File: src/design/adc_cal_consts.svh
// Contract
// - offset reference select 0: offsets calibrated against mid-code, toward zero offset
// - offset reference select 1: primary offsets matched to spare converter samples
// - offset averaging field bits 6:4, reset 0x6, larger means more averaging
// - linearity averaging field bits 2:0, reset 0x1, larger means more averaging
// - status register read-only; bits 4:2 status code, bits 7:5 read zero
// - background-halted bit 1 set once background calibration stops at requested phase
// - background-halted bit cleared as soon as calibration resumes
// - background disabled: halted bit set when foreground finishes or is skipped
// - foreground-complete bit 0 high after foreground completes or is skipped
// - background calibration enable bit: 1 enables, 0 disables
`ifndef ADC_CAL_CONSTS_SVH
`define ADC_CAL_CONSTS_SVH

`define ADDR_CAL_RUN 8'h61
`define ADDR_CFG_ZERO 8'h62
`define ADDR_CFG_ONE 8'h65
`define ADDR_AVG 8'h68
`define ADDR_STATE 8'h6A
`define ADDR_PIN 8'h6B
`define ADDR_INT_STATUS 8'h70
`define ADDR_INT_MASK 8'h71
`define ADDR_HALT_REQ 8'h72

`define RST_CAL_RUN 8'h01
`define RST_CFG_ZERO 8'h01
`define RST_CFG_ONE 8'h01
`define RST_AVG 8'h61
`define RST_PIN 8'h00
`define RST_HALT_REQ 8'h00
`define RST_INT 3'h0

`define RUN_BIT 0
`define FG_BIT 0
`define BG_BIT 1
`define REF_SEL_BIT 2
`define HALT_BIT 0
`define OFFSET_AVG_HI 6
`define OFFSET_AVG_LO 4
`define LIN_AVG_HI 2
`define LIN_AVG_LO 0

`define INT_FG_COMPLETE 0
`define INT_HALTED 1
`define INT_RESUMED 2

`define MIDCODE 9'h100
`define LIN_SHIFT 4'h2

`endif

File: src/design/adc_cal_pkg.sv
package adc_cal_pkg;

  typedef enum logic [2:0] {
    ST_HOLD = 3'b000,
    ST_LINEARITY = 3'b001,
    ST_OFFSET = 3'b010,
    ST_BACKGROUND = 3'b011,
    ST_HALTED = 3'b100,
    ST_DONE = 3'b101
  } cal_state_t;

  typedef struct packed {
    logic run;
    logic fg_enable;
    logic background_cal_enable;
    logic halt_request;
    logic offset_reference_select;
    logic [2:0] offset_averaging;
    logic [2:0] linearity_averaging;
  } cal_settings_t;

  typedef struct packed {
    logic [2:0] code;
    logic background_halted;
    logic foreground_complete;
  } cal_status_t;

endpackage

File: src/design/adc_cal_control.sv
`timescale 1ns/1ps
`include "adc_cal_consts.svh"
module adc_cal_control (
  input wire logic clk_sys,
  input wire logic reset,
  input wire logic [7:0] reg_addr,
  input wire logic [7:0] reg_wdata,
  input wire logic reg_write,
  input wire logic reg_read,
  output logic [7:0] reg_rdata,
  input wire logic sample_valid,
  input wire logic [8:0] primary_sample,
  input wire logic [8:0] spare_sample,
  output logic [9:0] offset_correction,
  output logic irq
);

  logic [7:0] run_reg, next_run_reg;
  logic [7:0] cfg_zero, next_cfg_zero;
  logic [7:0] calibration_config_one, next_calibration_config_one;
  logic [7:0] averaging_control, next_averaging_control;
  logic [7:0] calibration_pin_setup, next_calibration_pin_setup;
  logic [7:0] halt_reg, next_halt_reg;
  logic [2:0] int_status, next_int_status;
  logic [2:0] int_mask, next_int_mask;
  logic [7:0] next_rdata;
  logic prev_done, prev_halted;
  logic [2:0] events;
  adc_cal_pkg::cal_settings_t settings;
  adc_cal_pkg::cal_status_t status;
  logic [7:0] calibration_state_flags;

  function automatic logic hit(input logic [7:0] addr, input logic [7:0] offset);
    hit = (addr == offset);
  endfunction

  assign settings.run = run_reg[`RUN_BIT];
  assign settings.fg_enable = cfg_zero[`FG_BIT];
  assign settings.background_cal_enable = cfg_zero[`BG_BIT];
  assign settings.halt_request = halt_reg[`HALT_BIT];
  // spare reference with background off is left to software to avoid
  assign settings.offset_reference_select = calibration_config_one[`REF_SEL_BIT];
  assign settings.offset_averaging = averaging_control[`OFFSET_AVG_HI:`OFFSET_AVG_LO];
  assign settings.linearity_averaging = averaging_control[`LIN_AVG_HI:`LIN_AVG_LO];

  cal_sequencer cal_sequencer_inst (
    .clk_sys(clk_sys),
    .reset(reset),
    .settings(settings),
    .sample_valid(sample_valid),
    .primary_sample(primary_sample),
    .spare_sample(spare_sample),
    .status(status),
    .offset_correction(offset_correction)
  );

  // reserved upper bits forced to zero
  assign calibration_state_flags = {3'h0, status};

  // register writes; the status address has no write path at all
  always_comb begin
    next_run_reg = run_reg;
    next_cfg_zero = cfg_zero;
    next_calibration_config_one = calibration_config_one;
    next_averaging_control = averaging_control;
    next_calibration_pin_setup = calibration_pin_setup;
    next_halt_reg = halt_reg;
    next_int_mask = int_mask;
    if (reg_write) begin
      if (hit(reg_addr, `ADDR_CAL_RUN)) begin
        next_run_reg = reg_wdata;
      end
      if (hit(reg_addr, `ADDR_CFG_ZERO)) begin
        next_cfg_zero = reg_wdata;
      end
      if (hit(reg_addr, `ADDR_CFG_ONE)) begin
        next_calibration_config_one = reg_wdata;
      end
      if (hit(reg_addr, `ADDR_AVG)) begin
        next_averaging_control = reg_wdata;
      end
      if (hit(reg_addr, `ADDR_PIN)) begin
        next_calibration_pin_setup = reg_wdata;
      end
      if (hit(reg_addr, `ADDR_HALT_REQ)) begin
        next_halt_reg = reg_wdata;
      end
      if (hit(reg_addr, `ADDR_INT_MASK)) begin
        next_int_mask = reg_wdata[2:0];
      end
    end
  end

  always_ff @(posedge clk_sys) begin
    if (reset) begin
      run_reg <= `RST_CAL_RUN;
      cfg_zero <= `RST_CFG_ZERO;
      calibration_config_one <= `RST_CFG_ONE;
      averaging_control <= `RST_AVG;
      calibration_pin_setup <= `RST_PIN;
      halt_reg <= `RST_HALT_REQ;
      int_mask <= `RST_INT;
    end else begin
      run_reg <= next_run_reg;
      cfg_zero <= next_cfg_zero;
      calibration_config_one <= next_calibration_config_one;
      averaging_control <= next_averaging_control;
      calibration_pin_setup <= next_calibration_pin_setup;
      halt_reg <= next_halt_reg;
      int_mask <= next_int_mask;
    end
  end

  // events from flag edges; resume only counts while calibration still runs
  assign events[`INT_FG_COMPLETE] = status.foreground_complete && !prev_done;
  assign events[`INT_HALTED] = status.background_halted && !prev_halted;
  assign events[`INT_RESUMED] = !status.background_halted && prev_halted && settings.run;

  // a read clears the sticky bits, but an event in that cycle survives
  always_comb begin
    next_int_status = int_status;
    if (reg_read && hit(reg_addr, `ADDR_INT_STATUS)) begin
      next_int_status = `RST_INT;
    end
    next_int_status = next_int_status | events;
  end

  always_ff @(posedge clk_sys) begin
    if (reset) begin
      int_status <= `RST_INT;
      prev_done <= 1'b0;
      prev_halted <= 1'b0;
    end else begin
      int_status <= next_int_status;
      prev_done <= status.foreground_complete;
      prev_halted <= status.background_halted;
    end
  end

  assign irq = |(int_status & int_mask);

  // read data valid only in the cycle after the strobe, zero otherwise
  always_comb begin
    next_rdata = 8'h00;
    if (reg_read) begin
      case (reg_addr)
        `ADDR_CAL_RUN: next_rdata = run_reg;
        `ADDR_CFG_ZERO: next_rdata = cfg_zero;
        `ADDR_CFG_ONE: next_rdata = calibration_config_one;
        `ADDR_AVG: next_rdata = averaging_control;
        `ADDR_STATE: next_rdata = calibration_state_flags;
        `ADDR_PIN: next_rdata = calibration_pin_setup;
        `ADDR_INT_STATUS: next_rdata = {5'h00, int_status};
        `ADDR_INT_MASK: next_rdata = {5'h00, int_mask};
        `ADDR_HALT_REQ: next_rdata = halt_reg;
        default: next_rdata = 8'h00;
      endcase
    end
  end

  always_ff @(posedge clk_sys) begin
    if (reset) begin
      reg_rdata <= 8'h00;
    end else begin
      reg_rdata <= next_rdata;
    end
  end
endmodule

File: src/design/cal_sequencer.sv
`timescale 1ns/1ps
`include "adc_cal_consts.svh"
module cal_sequencer (
  input wire logic clk_sys,
  input wire logic reset,
  input wire adc_cal_pkg::cal_settings_t settings,
  input wire logic sample_valid,
  input wire logic [8:0] primary_sample,
  input wire logic [8:0] spare_sample,
  output adc_cal_pkg::cal_status_t status,
  output logic [9:0] offset_correction
);

  adc_cal_pkg::cal_state_t state, next_state;
  logic [9:0] cnt, next_cnt;
  logic signed [17:0] acc, next_acc;
  logic [9:0] next_corr;
  logic fg_complete, next_fg_complete;
  logic stopped, next_stopped;
  logic [8:0] ref_code;
  logic signed [17:0] err;
  logic signed [17:0] sum_now;
  logic [9:0] os_len;
  logic [9:0] lin_len;
  logic window_end;

  function automatic logic [9:0] window_len(input logic [2:0] avg);
    window_len = 10'h001 << avg;
  endfunction

  function automatic logic [9:0] neg_average(input logic signed [17:0] sum,
                                             input logic [2:0] avg);
    logic signed [17:0] q;
    q = sum >>> avg;
    neg_average = 10'(-q);
  endfunction

  // reference: mid-code, or the spare converter samples that the primary is matched against
  assign ref_code = settings.offset_reference_select ? spare_sample : `MIDCODE;
  assign err = $signed({9'h000, primary_sample}) - $signed({9'h000, ref_code});
  assign sum_now = acc + err;
  assign os_len = window_len(settings.offset_averaging);
  assign lin_len = window_len(settings.linearity_averaging) << `LIN_SHIFT;
  assign window_end = sample_valid && (cnt == os_len - 10'h001);

  always_comb begin
    next_state = state;
    next_cnt = cnt;
    next_acc = acc;
    next_corr = offset_correction;
    next_fg_complete = fg_complete;
    next_stopped = stopped;
    if (!settings.run) begin
      next_state = adc_cal_pkg::ST_HOLD;
      next_cnt = 10'h000;
      next_acc = 18'h00000;
      next_corr = 10'h000;
      next_fg_complete = 1'b0;
      next_stopped = 1'b0;
    end else begin
      case (state)
        adc_cal_pkg::ST_HOLD: begin
          if (settings.fg_enable) begin
            next_state = adc_cal_pkg::ST_LINEARITY;
          end else begin
            next_fg_complete = 1'b1;
            if (settings.background_cal_enable) begin
              next_state = adc_cal_pkg::ST_BACKGROUND;
            end else begin
              next_state = adc_cal_pkg::ST_DONE;
              next_stopped = 1'b1;
            end
          end
        end
        adc_cal_pkg::ST_LINEARITY: begin
          if (cnt == lin_len - 10'h001) begin
            next_state = adc_cal_pkg::ST_OFFSET;
            next_cnt = 10'h000;
          end else begin
            next_cnt = cnt + 10'h001;
          end
        end
        adc_cal_pkg::ST_OFFSET: begin
          if (window_end) begin
            next_corr = neg_average(sum_now, settings.offset_averaging);
            next_acc = 18'h00000;
            next_cnt = 10'h000;
            next_fg_complete = 1'b1;
            if (settings.background_cal_enable) begin
              next_state = adc_cal_pkg::ST_BACKGROUND;
            end else begin
              next_state = adc_cal_pkg::ST_DONE;
              next_stopped = 1'b1;
            end
          end else if (sample_valid) begin
            next_acc = sum_now;
            next_cnt = cnt + 10'h001;
          end
        end
        adc_cal_pkg::ST_BACKGROUND: begin
          if (!settings.background_cal_enable) begin
            next_state = adc_cal_pkg::ST_DONE;
            next_stopped = 1'b1;
            next_acc = 18'h00000;
            next_cnt = 10'h000;
          end else if (window_end) begin
            next_corr = neg_average(sum_now, settings.offset_averaging);
            next_acc = 18'h00000;
            next_cnt = 10'h000;
            // halts only at a window boundary so the trim is never half-averaged
            if (settings.halt_request) begin
              next_state = adc_cal_pkg::ST_HALTED;
              next_stopped = 1'b1;
            end
          end else if (sample_valid) begin
            next_acc = sum_now;
            next_cnt = cnt + 10'h001;
          end
        end
        adc_cal_pkg::ST_HALTED: begin
          if (!settings.background_cal_enable) begin
            next_state = adc_cal_pkg::ST_DONE;
          end else if (!settings.halt_request) begin
            next_state = adc_cal_pkg::ST_BACKGROUND;
            next_stopped = 1'b0;
          end
        end
        adc_cal_pkg::ST_DONE: begin
          if (settings.background_cal_enable) begin
            next_state = adc_cal_pkg::ST_BACKGROUND;
            next_stopped = 1'b0;
          end
        end
        default: begin
          next_state = adc_cal_pkg::ST_HOLD;
        end
      endcase
    end
  end

  always_ff @(posedge clk_sys) begin
    if (reset) begin
      state <= adc_cal_pkg::ST_HOLD;
      cnt <= 10'h000;
      acc <= 18'h00000;
      offset_correction <= 10'h000;
      fg_complete <= 1'b0;
      stopped <= 1'b0;
    end else begin
      state <= next_state;
      cnt <= next_cnt;
      acc <= next_acc;
      offset_correction <= next_corr;
      fg_complete <= next_fg_complete;
      stopped <= next_stopped;
    end
  end

  assign status.code = state;
  assign status.background_halted = stopped;
  assign status.foreground_complete = fg_complete;
endmodule
File: config.mk
export PLATFORM = sky130hd
export DESIGN_NAME = adc_cal_control
export DESIGN_NICKNAME = d
export VERILOG_FILES = /design/src/design/adc_cal_pkg.sv /design/src/design/adc_cal_control.sv /design/src/design/cal_sequencer.sv
export VERILOG_INCLUDE_DIRS = /design/src /design/src/design
export SDC_FILE = /design/constraint.sdc
export NUM_CORES = 1
export LEC_CHECK = 0
export ABC_CLOCK_PERIOD_IN_PS = 11300
export BUFFER_PORTS_ARGS = -buffer_cell sky130_fd_sc_hd__clkbuf_2
export CAP_MARGIN = 20
export CORE_UTILIZATION = 45
export DETAILED_ROUTE_END_ITERATION = 7
export PLACE_DENSITY = 0.73
export SLEW_MARGIN = 25
export SYNTH_ARGS = -nofsm -noshare
export SYNTH_HDL_FRONTEND = slang
export SYNTH_SLANG_ARGS = --single-unit
export TNS_END_PERCENT = 1
File: constraint.sdc
create_clock -name clk_sys -period 11.3 [get_ports clk_sys]
set_input_delay 0.565 -clock clk_sys [delete_from_list [all_inputs] [get_ports clk_sys]]
set_output_delay 0.565 -clock clk_sys [all_outputs]
set_load 0.03 [all_outputs]
# Yosys cells after proc, flatten, opt, wreduce, memory -nomap -nowiden
# Cells that the tools add are included.
[totals] mem_bits_rw=0 mem_bits_ro=0 ff_bits=107 out_inout_bits=19 elab_cells=123 in_bits=39 latchBits=0 n_memories=0
[classes] n_reduce_logical=28 n_bitwise=4 div_mod_pow=0 add_sub_neg=6 muxes=39 eq_ne=26 mul=0 n_lt_le_gt_ge=0 shift=3
[ops] op="== test 8 x 7 -> 1 bit (second input constant)" count=9
[ops] op="one-hot mux 8 bit (9 select lines)" count=1
[ops] op="2-to-1 mux 10 bit" count=6
[ops] op="2-to-1 mux 18 bit" count=3
[ops] op="one-hot mux 18 bit (2 select lines)" count=1
[ops] op="2-to-1 mux 3 bit" count=11
[ops] op="one-hot mux 10 bit (3 select lines)" count=1
[ops] op="== test 10 bit" count=2
[ops] op="one-hot mux 10 bit (2 select lines)" count=1
[ops] op="subtractor 10 x 1 -> 10 bit (second input constant)" count=2
[ops] op="adder 18 bit" count=1
[ops] op="one-hot mux 3 bit (6 select lines)" count=1
[ops] op=">>> shifter 18 x 3 -> 10 bit" count=1
[ops] op="AND reduction 2 bit" count=8
[ops] op="2-to-1 mux 1 bit" count=11
[ops] op="adder 10 x 1 -> 10 bit (second input constant)" count=1
[ops] op="inequality test 2 bit (second input constant)" count=5
[ops] op="negation 10 bit" count=1
[ops] op="left shift 1 x 3 -> 10 bit (first input constant)" count=1
[ops] op="subtractor 9 x 9 -> 10 bit" count=1
[ops] op="2-to-1 mux 9 bit" count=1
[ops] op="AND reduction 8 bit" count=1
[ops] op="left shift 1 x 3 -> 8 bit (first input constant)" count=1
[ops] op="== test 3 x 2 -> 1 bit (second input constant)" count=2
[ops] op="20 further kinds" count=33

# Longest topological paths before layout
[logic_depth] depth_word=8 ltp_mapped=26 mapped_depth_nobuf=25

# By module
# Synthesis repeated with hierarchy kept, for this count alone.
[hier_totals] hier_cells=922 area_unflattened_um2=7519.7
[modules_own_cells] mod="cal_sequencer" area_each_um2=4640.7 cells_each=621 instances=1 seq_area_each_um2=840.8
[modules_own_cells] mod="adc_cal_control" area_each_um2=2879.0 cells_each=301 instances=1 seq_area_each_um2=1281.2

# Worst setup path before layout
# No wires, ideal clock.
[synth_path] path_kind="register -> register" startpoint="reg calibration_config_one[2]" endpoint="reg cal_sequencer_inst.offset_correction[5]" required_time_ps=11214 setup_time_ps=86 arrival_ps=4917 synth_period_minus_slack_ps=5002 path_buffers=2 setup_slack_ps=6298 path_stages_with_launch=22 path_cell_list="dfxtp_1 -> clkbuf_1 -> nand2_1 -> ha_1 -> nor2b_1 -> o2111ai_1 -> nand3_1 -> o41a_1 -> a21o_1 -> a21oi_1 -> ha_1 -> clkbuf_1 -> a21oi_1 -> o21ai_0 -> or2_2 -> o2111ai_1 -> a21boi_1 -> a21oi_1 -> a311o_1 -> or3b_1 -> xnor2_1 -> a211oi_1"
[synth_via] elab_chain_len=8
[synth_rtl] element="start, declared" line_no="adc_cal_control.sv:20" text="logic [7:0] calibration_config_one, next_calibration_config_one;"
[synth_rtl] element="start signal, assigned" line_no="adc_cal_control.sv:98" text="calibration_config_one <= `RST_CFG_ONE;"
[synth_rtl] element="start signal, assigned" line_no="adc_cal_control.sv:106" text="calibration_config_one <= next_calibration_config_one;"
[synth_rtl] element="2-to-1 mux 9 bit (no source line) *"
[synth_rtl] element="subtractor 9 x 9 -> 10 bit *" line_no="cal_sequencer.sv:40" text="assign err = $signed({9'h000, primary_sample}) - $signed({9'h000, ref_code});"
[synth_rtl] element="adder 18 bit *" line_no="cal_sequencer.sv:41" text="assign sum_now = acc + err;"
[synth_rtl] element=">>> shifter 18 x 3 -> 10 bit *" line_no="cal_sequencer.sv:34" text="q = sum >>> avg;"
[synth_rtl] element="negation 10 bit *" line_no="cal_sequencer.sv:35" text="neg_average = 10'(-q);"
[synth_rtl] element="2-to-1 mux 10 bit *" line_no="cal_sequencer.sv:84, cal_sequencer.sv:106"
[synth_rtl] element="2-to-1 mux 10 bit" line_no="cal_sequencer.sv:101" text="if (!settings.background_cal_enable) begin"
[synth_rtl] element="one-hot mux 10 bit (2 select lines) *" line_no="cal_sequencer.sv:61" text="case (state)"
[synth_rtl] element="end signal, assigned" line_no="cal_sequencer.sv:153" text="offset_correction <= next_corr;"
[synth_rtl] element="end, declared" line_no="cal_sequencer.sv:11" text="output logic [9:0] offset_correction"
# Mark *: on every way between the ends. The rest lies on a longest branch, timed or not. The select of a mux whose other input is x is not followed.
# A chain may end at the register's enable or synchronous reset.

# Final worst setup path
# Same ends and word-level chain as after synthesis.

==> metrics.md <==
| Metric | Value |
|---|---|
| Unrepaired setup endpoints after global routing | false |
| Nets | approximately 1000 |
| Largest registers | cal_sequencer_inst.acc (17), cal_sequencer_inst.cnt (10), cal_sequencer_inst.offset_correction (10) |
| # rows | 45 |
| Post-synth top area cell | dfxtp_1 |
| DP Cell Count | 1128 |
| Post-CTS Setup Inserts | 0 |
| Ys Warns | 0 |
| Critical-path top delay cell | a21oi_1 |
| First-pass GRT wire length | 29200 µm |
| Outcome | complete, no violations |
| Crit-path cells | nand2_1 -> ha_1 -> nor2b_1 -> o2111ai_1 -> nand3_1 -> o41a_1 -> a21o_1 -> a21oi_1 -> ha_1 -> a21oi_1 -> o21ai_0 -> or2_2 -> o2111ai_1 -> a21boi_1 -> a21oi_1 -> a311o_1 -> or3b_1 -> xnor2_1 -> a211oi_1 |
| Initial antenna violation count | 0 |
| Die Area | 16100 µm² |
| Post-layout util | just over 50% |
| Clock power share | 28.8% |
| Most common cell after layout, fill and taps aside | nor2_1 |
| Synthesized Nets | between 900 and 1000 |
| Max rail drop VDD | 0.0000809 V |
| WL final | 17600 µm |
| Setup crit end kind | flop |
| Buf/Inv on CP | 0 |
| Buffers on Ports | 57 |
| All-Layer GR Usage | 22.1% |
| CP max stage delay | roughly 0.67 ns |
| Synthesized instance count | a little over 900 |
| Worst-margin pin slew | 0.978 ns |
| Setup Viol. Count Final | 0 |
| Post-route ant nets | 0 |
| Slew HR | 34.7% |
| Sequential share of power | between 30% and 40% |
| Detailed-route wire length per cell | around 15 µm |
| CP top delay family | compound AO/OA/AOI/OAI gates |
| Req. time, crit path | 11.56 ns |
| Fmax | 0.175 GHz |
| Non-filler cells, final | between 1000 and 1500 |
| TritonCTS clock tree | done |
| Die Y | roughly 130 µm |
| Fill count | ~1500 |
| Max FFs per register | 17 |
| Setup crit start kind | flop |
| Most frequent cells in the layout | nor2_1 (111), dfxtp_1 (106), a21oi_1 (93) |
| Drt via density | ~5.9 |
| CTS max path bufs | 2 |
| Mapped Avg Cell Area | around 7.7 µm² |
| Int Pwr | between 600 and 700 µW |
| Critical Path AT | around 6 ns |
| Total power | ~1.0 mW |
| Diode count | 0 |
| Layout area overhead | 9.46% |
| Period utilization | between 50% and 60% |
| Num ports | between 50 and 60 |
| Pre-Repair DR Iteration Count | 5 |
| Largest net degree at the start of global routing | 60 |
| P_leak | 2.82 nW |
| Hold-fix buffers, CTS | 0 |
| Drt drc | 0 |
| PD cells | 136 nW/µm² |
| Tmin final | ~5.7 ns |
| Layout Skew | around 0.011 ns |
| Sw frac | a little over a third |
| H-tree levels | 3 |
| Clk_lat worst skew | approximately 0.36 ns |
| Crit path top cell by count | a21oi_1 |
| Worst hold path type | flop to flop |
| Top reg by flops | cal_sequencer_inst.acc |
| Core area | roughly 15000 µm² |
| WS Path Type | flop to flop |
| Overflow after GRT | 0 |
| Count of state elements after synthesis | 106 |
| Comb power frac | a little under a third |
| Final Slew Violations | 0 |
| DRT iter0 DRCs | approximately 650 |
| Die width | ~130 µm |
| Post-synth EDFFs | 0 |
| Fraction of layout cells with a size suffix above 1 | between 10% and 20% |
| Post-synth top area share | just over 30% |
| Num CTS Buffers | 9 |
| Maxcap violations | 0 |
| Worst Path Max Fanout | 11 |
| Ranking of synthesized cells by area | dfxtp_1 (30%), a21oi_1 (6.6%), nor2_1 (6.0%) |
| Top FF cell, synth | dfxtp_1 |
| Unique cell type count in the Yosys netlist | 83 |
| CTS Sinks | between 100 and 150 |
| Root buf cell | clkbuf_16 |
| Clock transition at path regs | approximately 0.07 ns |
| Fin. Hold Viols | 0 |
| Seq/Total Area, Yosys | 30.2% |
| DP HPWL | 12400 µm |
| RePlAce Congestion | roughly 0.87 |
| Initial core utilization | 46.1% |
| Share of synthesized registers carrying an async set or reset | 0% |
| Area of the mapped netlist | 7040 µm² |
| Sum Neg Setup Slack | 0 ns |
| CTS resizes | 0 |
| Net switching power | 379 µW |
| Vias | 6742 |
| Vias in the first global route | ~5800 |
==> worst paths after layout <==
path / endpoint / depth (start not counted) / from / slack [ns]
hold reg to reg: run_reg[3]$_SDFFE_PP0P_ / 2 / run_reg[3]$_SDFFE_PP0P_ / 0.46
setup / recovery: cal_sequencer_inst.offset_correction[5]$_SDFFE_PP0P_ / 19 / calibration_config_one[2]$_SDFFE_PP0P_ / 5.58
hold / removal: run_reg[3]$_SDFFE_PP0P_ / 2 / run_reg[3]$_SDFFE_PP0P_ / 0.46
setup reg to reg: cal_sequencer_inst.offset_correction[5]$_SDFFE_PP0P_ / 19 / calibration_config_one[2]$_SDFFE_PP0P_ / 5.58
==> tightest hold or removal path: cells and delay by family, from the launching register on <==
kind	cells	cell delay, ns
flops	1	0.31
simple gates	1	0.05
compound gates	1	0.05
==> routing by layer <==
layer | GRT usage [%] | wire length (µm)
met2 | 32.8 | 7750
met3 | 2.85 | 845
met5 | 0 | 0
met4 | 7.49 | 287
met1 | 32.8 | 8770
==> cells by family after synthesis <==
kind of cell               Yosys count  synth area share (%)
muxes                               29                  4.62
and+or+nand+nor                    344                  23.2
DFF                                106                  30.2
adders and majority gates           30                  5.55
xor gates and xnor gates            31                  4.18
AOI/OAI and AO/OA                  287                  27.6
buffers and inverters               86                  4.75
==> per-stage QoR <==
stage | hold slack (ns) | setup WS [ns] | instance area (µm²)
2_1_floorplan | 0.435 | 6.30 | 7040
3_3_place_gp | 0.441 | 5.80 | 7420
3_5_place_dp | 0.448 | 5.63 | 7420
4_1_cts | 0.460 | 5.57 | 7700
5_1_grt | 0.474 | 5.09 | 7700
6_report | 0.458 | 5.58 | 7700
==> final cells by class <==
class	count	area (µm²)	share of cell area (%)
repair buffers	67	360	4.68
clock buffers	10	229	2.97
inverters	23	86.3	1.12
clock inverters	6	46.3	0.601
multi-input cells	721	4590	59.6
flip-flops and latches	106	2120	27.6
well taps	211	264	3.43
==> cell usage after synthesis, types with 3 or more instances <==
library cell	n
a211o_1	6
a211oi_1	7
a21boi_0	3
a21o_1	12
a21oi_1	93
a21oi_2	3
a221oi_1	10
a222oi_1	3
a22oi_1	29
a31oi_1	8
and2_1	6
and3_1	10
and4_1	4
buf_1	8
buf_2	9
clkbuf_1	46
dfxtp_1	106
ha_1	28
inv_1	22
mux2i_1	24
nand2_1	87
nand2b_1	16
nand3_1	46
nand3b_1	8
nand4_1	4
nor2_1	112
nor2b_1	15
nor3_1	16
nor4_1	4
o2111ai_1	7
o211ai_1	7
o21a_1	5
o21ai_0	40
o21ai_1	4
o221ai_1	3
o22a_1	3
o22ai_1	10
or2_2	6
xnor2_1	17
xor2_1	12
==> power groups by stage <==
stage | sequential [mW] | combinational, mW | clock (mW)
after global placement | 0.425 | 0.319 | 0
after CTS | 0.417 | 0.325 | 0.306
after global routing | 0.420 | 0.365 | 0.321
after detailed placement | 0.425 | 0.323 | 0
final | 0.418 | 0.328 | 0.302
after floorplan | 0.406 | 0.268 | 0
Note: power is estimated with default switching activity, not from simulation.
